===== config.mk =====
export PLATFORM = sky130hd
export DESIGN_NAME = sfw_top
export DESIGN_NICKNAME = d
export VERILOG_FILES = /design/src/inc/sfw_pkg.sv /design/src/sfw_shift_lut.sv /design/src/sfw_top.sv /design/src/sfw_window_calc.sv
export VERILOG_INCLUDE_DIRS = /design/src /design/src/inc
export SDC_FILE = /design/constraint.sdc
export NUM_CORES = 2
export LEC_CHECK = 0
export BUFFER_PORTS_ARGS = -buffer_cell sky130_fd_sc_hd__buf_4
export CAP_MARGIN = 25
export CORE_MARGIN = 5
export CORE_UTILIZATION = 40
export CTS_BUF_LIST = sky130_fd_sc_hd__clkbuf_8
export DETAILED_ROUTE_END_ITERATION = 16
export MAX_ROUTING_LAYER = met4
export RECOVER_POWER = 50
export SETUP_SLACK_MARGIN = 0.3
export SYNTH_ARGS = -nofsm -noshare
export SYNTH_HDL_FRONTEND = slang
export SYNTH_HIERARCHICAL = 1
export SYNTH_SLANG_ARGS = --single-unit

===== constraint.sdc =====
create_clock -name clk_i -period 24 [get_ports clk_i]
set_clock_uncertainty 0.2 [all_clocks]
set_input_delay 4.8 -clock clk_i [delete_from_list [all_inputs] [get_ports clk_i]]
set_output_delay 4.8 -clock clk_i [all_outputs]
set_load 0.005 [all_outputs]

===== src/inc/sfw_consts.svh =====
`ifndef SFW_CONSTS_SVH
`define SFW_CONSTS_SVH

// Time base: the clock period and the microsecond, both in nanoseconds.
`define SFW_CLK_PERIOD_NS        32'h0000_0064
`define SFW_NS_PER_US            32'h0000_03e8

// Line shift times in nanoseconds (35.000, 24.725, 28.475, 31.412, 30.775, 33.500, 37.025 us).
`define SFW_SHIFT_BASE_NS        16'h88b8
`define SFW_SHIFT_LARGE_8_NS     16'h6095
`define SFW_SHIFT_LARGE_12_NS    16'h6f3b
`define SFW_SHIFT_LARGE_16_NS    16'h7ab4
`define SFW_SHIFT_TOP_8_NS       16'h7837
`define SFW_SHIFT_TOP_12_NS      16'h82dc
`define SFW_SHIFT_TOP_16_NS      16'h90a1

// Register byte offsets.
`define SFW_OFS_CTRL             8'h00
`define SFW_OFS_EXPOSURE         8'h04
`define SFW_OFS_ROWS             8'h08
`define SFW_OFS_READOUT          8'h0c
`define SFW_OFS_STATUS           8'h10
`define SFW_OFS_COUNT            8'h14
`define SFW_OFS_PERIOD           8'h18

// Control register fields.
`define SFW_CTRL_SHUTTER_BIT     0
`define SFW_CTRL_VARIANT_LSB     1
`define SFW_CTRL_DEPTH_LSB       3
`define SFW_CTRL_WIDTH_MODE_BIT  5
`define SFW_CTRL_ENABLE_BIT      6

// Status register fields.
`define SFW_STAT_FLASH_BIT       0
`define SFW_STAT_EXPOSING_BIT    1
`define SFW_STAT_READING_BIT     2
`define SFW_STAT_OVERLAP_BIT     3
`define SFW_STAT_OVERTRIG_BIT    4

// Reset values.
`define SFW_EXPOSURE_RST         20'h0_2710
`define SFW_ROWS_RST             12'h400

`endif


===== src/inc/sfw_pkg.sv =====
package sfw_pkg;

    typedef enum logic
    {
        staggered_select_value   = 1'b0,
        simultaneous_reset_value = 1'b1
    } sfw_shutter_t;

    typedef enum logic [1:0]
    {
        SFW_VAR_BASE  = 2'b00,
        SFW_VAR_LARGE = 2'b01,
        SFW_VAR_TOP   = 2'b10
    } sfw_variant_t;

    typedef enum logic [1:0]
    {
        SFW_DEPTH_8  = 2'b00,
        SFW_DEPTH_12 = 2'b01,
        SFW_DEPTH_16 = 2'b10
    } sfw_depth_t;

    typedef enum logic
    {
        SFW_ST_IDLE   = 1'b0,
        SFW_ST_EXPOSE = 1'b1
    } sfw_exp_state_t;

    // Saturating add so long idle gaps never wrap a time counter.
    function automatic logic [31:0] sfw_sat_add(input logic [31:0] a, input logic [31:0] b);
        logic [32:0] sum;
        sum = {1'b0, a} + {1'b0, b};
        return sum[32] ? 32'hffff_ffff : sum[31:0];
    endfunction

endpackage


===== src/sfw_shift_lut.sv =====
`timescale 1ns/1ps
`include "sfw_consts.svh"

module sfw_shift_lut
(
    input  wire sfw_pkg::sfw_variant_t variant_i,
    input  wire sfw_pkg::sfw_depth_t   depth_i,
    output logic [15:0]                line_shift_time_o
);
    import sfw_pkg::*;

    always_comb
    begin
        line_shift_time_o = `SFW_SHIFT_BASE_NS;
        unique case (variant_i)
            SFW_VAR_LARGE:
            begin
                unique case (depth_i)
                    SFW_DEPTH_8:  line_shift_time_o = `SFW_SHIFT_LARGE_8_NS;
                    SFW_DEPTH_12: line_shift_time_o = `SFW_SHIFT_LARGE_12_NS;
                    SFW_DEPTH_16: line_shift_time_o = `SFW_SHIFT_LARGE_16_NS;
                    default:      line_shift_time_o = `SFW_SHIFT_LARGE_8_NS;
                endcase
            end
            SFW_VAR_TOP:
            begin
                unique case (depth_i)
                    SFW_DEPTH_8:  line_shift_time_o = `SFW_SHIFT_TOP_8_NS;
                    SFW_DEPTH_12: line_shift_time_o = `SFW_SHIFT_TOP_12_NS;
                    SFW_DEPTH_16: line_shift_time_o = `SFW_SHIFT_TOP_16_NS;
                    default:      line_shift_time_o = `SFW_SHIFT_TOP_8_NS;
                endcase
            end
            default: line_shift_time_o = `SFW_SHIFT_BASE_NS;
        endcase
    end

endmodule


===== src/sfw_top.sv =====
`timescale 1ns/1ps
`include "sfw_consts.svh"

// Function
// - Two shutter modes, staggered and simultaneous reset, chosen by configuration.
// - Staggered: window opens line shift times region rows minus one after trigger.
// - Staggered: window width is exposure (or an earlier trigger end in width mode) minus line shift times rows minus one.
// - Base sensor variant uses a 35 us line shift at every depth.
// - Large variant uses 24.725, 28.475 or 31.412 us by depth.
// - Top variant uses 30.775, 33.500 or 37.025 us by depth.
// - Simultaneous reset: window opens at the trigger with no line delay.
// - Simultaneous reset: window closes after the configured exposure time, or at an earlier trigger end in width mode.
// - Flash output is high while the window is open, low otherwise.
// - Readout of a frame starts only after its exposure has ended.
// - Frames overlap when trigger period is at most exposure plus readout.
// - A new exposure may start while the previous readout is running.
// - Readout duration in microseconds for the current setup is readable.
// - Exposure ending during a running readout drops the frame, flags overtrigger.
// - Staggered mode suppresses the window when exposure is below the line delay.
module sfw_top
#(
    parameter int unsigned ROWS_W = 12,
    parameter int unsigned EXP_W  = 20,
    parameter int unsigned CNT_W  = 16
)
(
    input  wire logic        clk_i,
    input  wire logic        rst_n_i,
    input  wire logic        psel_i,
    input  wire logic        penable_i,
    input  wire logic        pwrite_i,
    input  wire logic [7:0]  paddr_i,
    input  wire logic [31:0] pwdata_i,
    output logic      [31:0] prdata_o,
    output logic             pready_o,
    output logic             pslverr_o,
    input  wire logic        frame_trigger_i,
    input  wire logic        trigger_end_i,
    output logic             flash_window_o,
    output logic             exposing_o,
    output logic             reading_o,
    output logic             overtrigger_o,
    output logic             frame_done_o
);
    import sfw_pkg::*;

    typedef struct packed {
        sfw_exp_state_t    exp_state;
        sfw_shutter_t      shutter_select;
        sfw_variant_t      variant;
        sfw_depth_t        depth;
        logic              width_mode;
        logic              enable;
        logic [EXP_W-1:0]  exposure_us;
        logic [ROWS_W-1:0] region_rows;
        logic [31:0]       open_at_ns;
        logic [31:0]       close_at_ns;
        logic              suppress;
        logic [31:0]       frame_readout_ns;
        logic [31:0]       elapsed_ns;
        logic [31:0]       period_ns;
        logic [31:0]       budget_ns;
        logic              have_prev;
        logic              reading;
        logic [31:0]       read_ns;
        logic [31:0]       read_len_ns;
        logic              flash;
        logic              overlapped;
        logic              ovt_sticky;
        logic              ovt_pulse;
        logic              done_pulse;
        logic [CNT_W-1:0]  accepted;
        logic [CNT_W-1:0]  dropped;
        logic [31:0]       last_period_ns;
        logic [31:0]       prdata;
        logic              pready;
        logic              pslverr;
    } sfw_top_state_t;

    sfw_top_state_t s;
    sfw_top_state_t next_s;

    logic [15:0] line_shift_time;
    logic [31:0] calc_open_ns;
    logic [31:0] calc_close_ns;
    logic [31:0] calc_readout_ns;
    logic [31:0] readout_duration_value;
    logic        calc_suppress;
    logic [31:0] exp_time;
    logic [31:0] read_time;
    logic        exposure_end;
    logic        ovt_set;
    logic        wr_access;
    logic [31:0] rd_word;
    logic        rd_hit;

    sfw_shift_lut u_shift_lut
    (
        .variant_i         (s.variant),
        .depth_i           (s.depth),
        .line_shift_time_o (line_shift_time)
    );

    sfw_window_calc
    #(
        .ROWS_W (ROWS_W),
        .EXP_W  (EXP_W)
    )
    u_window_calc
    (
        .line_shift_time_i (line_shift_time),
        .region_rows_i     (s.region_rows),
        .exposure_us_i     (s.exposure_us),
        .shutter_select_i  (s.shutter_select),
        .open_at_ns_o      (calc_open_ns),
        .close_at_ns_o     (calc_close_ns),
        .readout_ns_o      (calc_readout_ns),
        .readout_us_o      (readout_duration_value),
        .suppress_o        (calc_suppress)
    );

    // Window state for the cycle that starts at time t after the trigger.
    function automatic logic flash_on(input logic [31:0] t, input logic [31:0] open_at,
                                      input logic [31:0] close_at, input logic suppress);
        return !suppress && (t >= open_at) && (t < close_at);
    endfunction

    // Exposure decode shared by the status word and the exposing output.
    function automatic logic is_exposing(input sfw_exp_state_t st);
        return st == SFW_ST_EXPOSE;
    endfunction

    // Read multiplexer; unmapped addresses return zero and flag an error.
    always_comb
    begin
        rd_word = 32'h0000_0000;
        rd_hit  = 1'b1;
        unique case (paddr_i)
            `SFW_OFS_CTRL:
            begin
                rd_word[`SFW_CTRL_SHUTTER_BIT]                           = s.shutter_select;
                rd_word[`SFW_CTRL_VARIANT_LSB +: 2]                      = s.variant;
                rd_word[`SFW_CTRL_DEPTH_LSB +: 2]                        = s.depth;
                rd_word[`SFW_CTRL_WIDTH_MODE_BIT]                        = s.width_mode;
                rd_word[`SFW_CTRL_ENABLE_BIT]                            = s.enable;
            end
            `SFW_OFS_EXPOSURE: rd_word[EXP_W-1:0]  = s.exposure_us;
            `SFW_OFS_ROWS:     rd_word[ROWS_W-1:0] = s.region_rows;
            `SFW_OFS_READOUT:  rd_word             = readout_duration_value;
            `SFW_OFS_STATUS:
            begin
                rd_word[`SFW_STAT_FLASH_BIT]    = s.flash;
                rd_word[`SFW_STAT_EXPOSING_BIT] = is_exposing(s.exp_state);
                rd_word[`SFW_STAT_READING_BIT]  = s.reading;
                rd_word[`SFW_STAT_OVERLAP_BIT]  = s.overlapped;
                rd_word[`SFW_STAT_OVERTRIG_BIT] = s.ovt_sticky;
            end
            `SFW_OFS_COUNT:    rd_word = {s.dropped, s.accepted};
            `SFW_OFS_PERIOD:   rd_word = s.last_period_ns;
            default:           rd_hit  = 1'b0;
        endcase
    end

    always_comb
    begin
        next_s            = s;
        next_s.ovt_pulse  = 1'b0;
        next_s.done_pulse = 1'b0;
        next_s.pready     = 1'b0;
        next_s.pslverr    = 1'b0;
        ovt_set           = 1'b0;
        exposure_end      = 1'b0;
        exp_time          = sfw_sat_add(s.elapsed_ns, `SFW_CLK_PERIOD_NS);
        read_time         = sfw_sat_add(s.read_ns, `SFW_CLK_PERIOD_NS);
        wr_access         = psel_i && penable_i && s.pready && pwrite_i;
        // Saturation keeps a long idle gap from wrapping into a false overlap.
        next_s.period_ns  = sfw_sat_add(s.period_ns, `SFW_CLK_PERIOD_NS);

        // Readout engine: one frame at a time, length fixed when its exposure started.
        if (s.reading)
        begin
            if (read_time >= s.read_len_ns)
            begin
                next_s.reading    = 1'b0;
                next_s.done_pulse = 1'b1;
            end
            else
            begin
                next_s.read_ns = read_time;
            end
        end

        unique case (s.exp_state)
            SFW_ST_IDLE:
            begin
                next_s.flash = 1'b0;
                // A trigger is taken even while the previous frame is reading out.
                // Clearing enable blocks new triggers only; a running frame still finishes.
                if (s.enable && frame_trigger_i)
                begin
                    // Timing is latched here so only a width-mode write can reshape a running window.
                    next_s.exp_state        = SFW_ST_EXPOSE;
                    next_s.elapsed_ns       = `SFW_CLK_PERIOD_NS;
                    next_s.open_at_ns       = calc_open_ns;
                    next_s.close_at_ns      = calc_close_ns;
                    next_s.suppress         = calc_suppress;
                    next_s.frame_readout_ns = calc_readout_ns;
                    next_s.flash            = flash_on(`SFW_CLK_PERIOD_NS, calc_open_ns,
                                                       calc_close_ns, calc_suppress);
                    if (s.have_prev)
                    begin
                        next_s.overlapped     = (s.period_ns <= s.budget_ns);
                        next_s.last_period_ns = s.period_ns;
                    end
                    next_s.budget_ns = sfw_sat_add(calc_close_ns, calc_readout_ns);
                    next_s.period_ns = `SFW_CLK_PERIOD_NS;
                    next_s.have_prev = 1'b1;
                end
            end
            SFW_ST_EXPOSE:
            begin
                next_s.elapsed_ns = exp_time;
                next_s.flash      = flash_on(exp_time, s.open_at_ns,
                                             s.close_at_ns, s.suppress);
                if (s.width_mode)
                begin
                    exposure_end = trigger_end_i;
                end
                else
                begin
                    exposure_end = (exp_time >= s.close_at_ns);
                end
                if (exposure_end)
                begin
                    next_s.exp_state = SFW_ST_IDLE;
                    // A drop is known only now, so a dropped frame may have shown part of its window.
                    next_s.flash     = 1'b0;
                    // Readout that still runs after this edge blocks the new frame.
                    if (s.reading && next_s.reading)
                    begin
                        next_s.dropped   = s.dropped + CNT_W'(1);
                        next_s.ovt_pulse = 1'b1;
                        ovt_set          = 1'b1;
                    end
                    else
                    begin
                        next_s.reading     = 1'b1;
                        next_s.read_ns     = 32'h0000_0000;
                        next_s.read_len_ns = s.frame_readout_ns;
                        next_s.accepted    = s.accepted + CNT_W'(1);
                    end
                end
            end
        endcase

        // Zero-wait APB slave: the answer is prepared in the setup cycle.
        if (psel_i && !penable_i)
        begin
            next_s.pready  = 1'b1;
            next_s.pslverr = !rd_hit;
            next_s.prdata  = (pwrite_i || !rd_hit) ? 32'h0000_0000 : rd_word;
        end

        // Writes land at the access edge, the one at which the master sees pready high.
        if (wr_access)
        begin
            unique case (paddr_i)
                `SFW_OFS_CTRL:
                begin
                    next_s.shutter_select = sfw_shutter_t'(pwdata_i[`SFW_CTRL_SHUTTER_BIT]);
                    next_s.variant        = sfw_variant_t'(pwdata_i[`SFW_CTRL_VARIANT_LSB +: 2]);
                    next_s.depth          = sfw_depth_t'(pwdata_i[`SFW_CTRL_DEPTH_LSB +: 2]);
                    next_s.width_mode     = pwdata_i[`SFW_CTRL_WIDTH_MODE_BIT];
                    next_s.enable         = pwdata_i[`SFW_CTRL_ENABLE_BIT];
                end
                `SFW_OFS_EXPOSURE: next_s.exposure_us = pwdata_i[EXP_W-1:0];
                `SFW_OFS_ROWS:     next_s.region_rows = pwdata_i[ROWS_W-1:0];
                `SFW_OFS_STATUS:
                begin
                    if (pwdata_i[`SFW_STAT_OVERTRIG_BIT])
                    begin
                        next_s.ovt_sticky = 1'b0;
                    end
                end
                default:
                begin
                end
            endcase
        end

        // A new overtrigger wins over a clear in the same cycle.
        if (ovt_set)
        begin
            next_s.ovt_sticky = 1'b1;
        end
    end

    always_ff @(posedge clk_i)
    begin
        if (!rst_n_i)
        begin
            s             <= '0;
            s.exposure_us <= `SFW_EXPOSURE_RST;
            s.region_rows <= `SFW_ROWS_RST;
        end
        else
        begin
            s <= next_s;
        end
    end

    assign prdata_o       = s.prdata;
    assign pready_o       = s.pready;
    assign pslverr_o      = s.pslverr;
    assign flash_window_o = s.flash;
    assign exposing_o     = is_exposing(s.exp_state);
    assign reading_o      = s.reading;
    assign overtrigger_o  = s.ovt_pulse;
    assign frame_done_o   = s.done_pulse;

endmodule


===== src/sfw_window_calc.sv =====
`timescale 1ns/1ps
`include "sfw_consts.svh"

module sfw_window_calc
#(
    parameter int unsigned ROWS_W = 12,
    parameter int unsigned EXP_W  = 20
)
(
    input  wire logic [15:0]           line_shift_time_i,
    input  wire logic [ROWS_W-1:0]     region_rows_i,
    input  wire logic [EXP_W-1:0]      exposure_us_i,
    input  wire sfw_pkg::sfw_shutter_t shutter_select_i,
    output logic [31:0]                open_at_ns_o,
    output logic [31:0]                close_at_ns_o,
    output logic [31:0]                readout_ns_o,
    output logic [31:0]                readout_us_o,
    output logic                       suppress_o
);
    import sfw_pkg::*;

    logic [ROWS_W-1:0] rows_eff;
    logic [31:0]       delay_ns;

    always_comb
    begin
        // A zero height is treated as a single line.
        rows_eff      = (region_rows_i == '0) ? ROWS_W'(1) : region_rows_i;
        delay_ns      = 32'(line_shift_time_i) * 32'(rows_eff - ROWS_W'(1));
        readout_ns_o  = 32'(line_shift_time_i) * 32'(rows_eff);
        readout_us_o  = readout_ns_o / `SFW_NS_PER_US;
        close_at_ns_o = 32'(exposure_us_i) * `SFW_NS_PER_US;
        unique case (shutter_select_i)
            staggered_select_value:
            begin
                open_at_ns_o = delay_ns;
                suppress_o   = close_at_ns_o < delay_ns;
            end
            simultaneous_reset_value:
            begin
                open_at_ns_o = 32'h0000_0000;
                suppress_o   = 1'b0;
            end
        endcase
    end

endmodule


==> run metrics <==
maximum VDD drop 0.0000270 V; met3 usage 3.81%; max-slew violation count 407; layout cell share with drive strength beyond 1 under 10%; DRT Wirelength 131000 µm; failing checks max-capacitance violations, max-slew violations; slowest CP cell o41ai_4; vias in the first global route around 37000; overall routing resource usage about 22%; Routability Congestion just over 0.9; nets 6358; CTS buffer count 71; fillers 11331; most frequent CP cell nor2_1; Max-cap violations 6; crit start category flip-flop; pin count of the biggest net entering global routing 105; IO Port Bufs 73; CP Buf/Inv Count 9; final antenna-violating net count 0; first-pass GRT wire length 208000 µm; Cells after Synth 5605; area of the core 0.112 mm²; critical path endpoint category flip-flop; fmax 0.0454 GHz; number of antenna violations at the first check in global routing 5; EDFF count, synth 0; Seq/Total Area, Yosys 17.9%; ys async rst share 0%; Chip Height around 350 µm; commonest cells after routing, fill and taps aside nand2_1 (912), inv_1 (604), a21oi_1 (448), ha_1 (430), dfxtp_1 (402); Area Overhead vs Synth 6.67%; I/O Pins 86; Mapped Area 0.0450 mm²; met2 GRT Util 33.9%; critical path's top delay family compound AO/OA/AOI/OAI gates; crit share post-route a little over 90%; Synth area leaders dfxtp_1 (18%), fa_1 (16%), ha_1 (12%); Yosys reg bits 402; Crit Path Max Fanout 27; RSZ-0062 raised after global routing no; CTS clk-pin slew, worst paths 0.06 ns; DR pass1 iterations 8; Die Area between 0.1 and 0.15 mm²; Crit Path Category flip-flop to flip-flop; DP HPWL 101000 µm; via count a little under 40000; H-tree depth 3; final setup TNS 0 ns; Most Used Layer, Global Route met2; Synth top area share 17.9%; predominant post-synthesis flop cell dfxtp_1; Final min period between 20 and 25 ns; post-route insts no fill about 7100; status complete, but fails checks; final hold vios 0; DRC viols 0; grt total ovfl 0; Setup violations, final 0; Die Width 346 µm; CTS root buf clkbuf_8; Vias per Instance around 5.5; CTS max path bufs 3; leading area contributor after synthesis dfxtp_1; TritonCTS clock tree done; multi-input logic area about 0.033 mm²; Setup Buffers After CTS 0; area occupied by registers between 0.008 and 0.009 mm²; Leak Pwr around 21 nW; Worst-Skew Late Latency 0.67 ns; worst slew pin tran 4.00 ns; post-synth cell types 131; First DRT Iteration DRCs between 2000 and 3000; worst hold-check path type flip-flop to flip-flop; Power Density ~29 mW/mm²; clk sink count 402; Placed Instances 6940; Worst Path Arrival 22.37 ns; leading cell type in the layout, fill and taps excluded nand2_1; slew margin rel. -167%; std cell rows 123; initial core utilization about 40%; Synth Area per Inst 8.03 µm²; Worst EP required 24.36 ns; CP peak stage delay 0.82 ns; met1 global-route usage 29.9%; Syn. warnings 6; drt wl/cell between 15 and 20 µm
sequential cells by signal (all words and copies together), names as in the netlist:
register        cells
s                 363
frame_done_o        1
overtrigger_o       1
prdata_o           32
exposing_o          1
pready_o            1
pslverr_o           1
reading_o           1
flash_window_o      1
power breakdown:
part	switching, W	internal (W)	leakage [nW]
Sequential	0.00000250	0.000669	3.24
Combinational	0.0000404	0.0000199	16.7
Clock	0.000299	0.000338	0.782
Total	0.000342	0.00103	20.7
cell type report:
cell class | instances | area share [%]
tap | 1500 | 3.91
clock buffer | 87 | 2.49
timing repair buffer | 146 | 2.19
antenna | 5 | 0.0260
sequential | 402 | 16.8
multi-input combinational | 4294 | 69.5
inverter | 601 | 4.70
clock inverter | 31 | 0.386
stage by stage:
step	setup slack (ns)	utilization [%]	hold slack (ns)	cell area [µm²]	power, W
finish	1.99	42.8	0.239	48000	0.00137
global route	0.489	42.8	0.258	48000	0.00142
CTS	1.70	42.9	0.229	48100	0.00139
detailed placement	1.70	41.6	0.244	46700	0.000744
global placement	1.96	41.6	0.242	46600	0.000743
floorplan	6.15	-	0.228	45100	0.000727
synthesized netlist by cell type (17+ instances only):
| master | instances |
|---|---|
| dfxtp_1 | 402 |
| ha_1 | 430 |
| buf_4 | 66 |
| nand2_1 | 912 |
| xor2_1 | 80 |
| o211ai_1 | 39 |
| and2_1 | 129 |
| nor2_1 | 261 |
| and3_1 | 43 |
| buf_2 | 31 |
| o21a_1 | 24 |
| a211oi_1 | 27 |
| a21oi_1 | 453 |
| a22o_1 | 17 |
| nor4_1 | 38 |
| o21ai_1 | 24 |
| a21o_1 | 110 |
| or3_1 | 25 |
| a221oi_1 | 35 |
| clkbuf_1 | 217 |
| nand2b_1 | 86 |
| a22oi_1 | 43 |
| o31ai_1 | 29 |
| inv_1 | 586 |
| nand4_1 | 74 |
| a31oi_1 | 35 |
| or2_2 | 26 |
| nand3_1 | 121 |
| or4_1 | 18 |
| o21ai_0 | 147 |
| mux2i_1 | 85 |
| nor3_1 | 65 |
| fa_1 | 365 |
| xnor2_1 | 119 |
| nor2b_1 | 75 |
| a222oi_1 | 20 |
final timing paths:
path	start	end	slack, ns	cells after the start
max reg2reg	s[398]$_SDFFE_PN0P_	prdata_o[0]$_SDFFE_PN0P_	1.99	71
max	s[398]$_SDFFE_PN0P_	prdata_o[0]$_SDFFE_PN0P_	1.99	71
min reg2reg	s[201]$_SDFF_PN0_	s[34]$_SDFFE_PN0P_	0.24	2
min	s[201]$_SDFF_PN0_	s[34]$_SDFFE_PN0P_	0.24	2
per-layer routing:
layer  part of all wire (%)  vias up
li1                       -    18859
met1                     47    18865
met2                     45     1020
met3                    6.7      130
met4                    2.1        0
met5                      0        -
repair_timing:
| action | CTS | global route |
|---|---|---|
| gates resized for setup | 0 | 4 |
| setup endpoints to repair | 0 | 1 |
| hold buffers | 0 | 0 |
cell families after synthesis:
logic type                 synth area share (%)
and+or+nand+nor                            20.4
other                                   0.00833
muxes                                      2.57
DFF                                        17.9
xor gates and xnor gates                   3.87
buffers and inverters                      8.43
adders and majority gates                  28.3
AOI/OAI and AO/OA                          18.6
worst min-delay path: cells and delay by family, from the launching register on:
| family | cells | cell delay (ns) |
|---|---|---|
| compound gates | 1 | 0.05 |
| flops | 1 | 0.31 |
| simple gates | 1 | 0.05 |
Note: power is estimated with default switching activity, not from simulation.
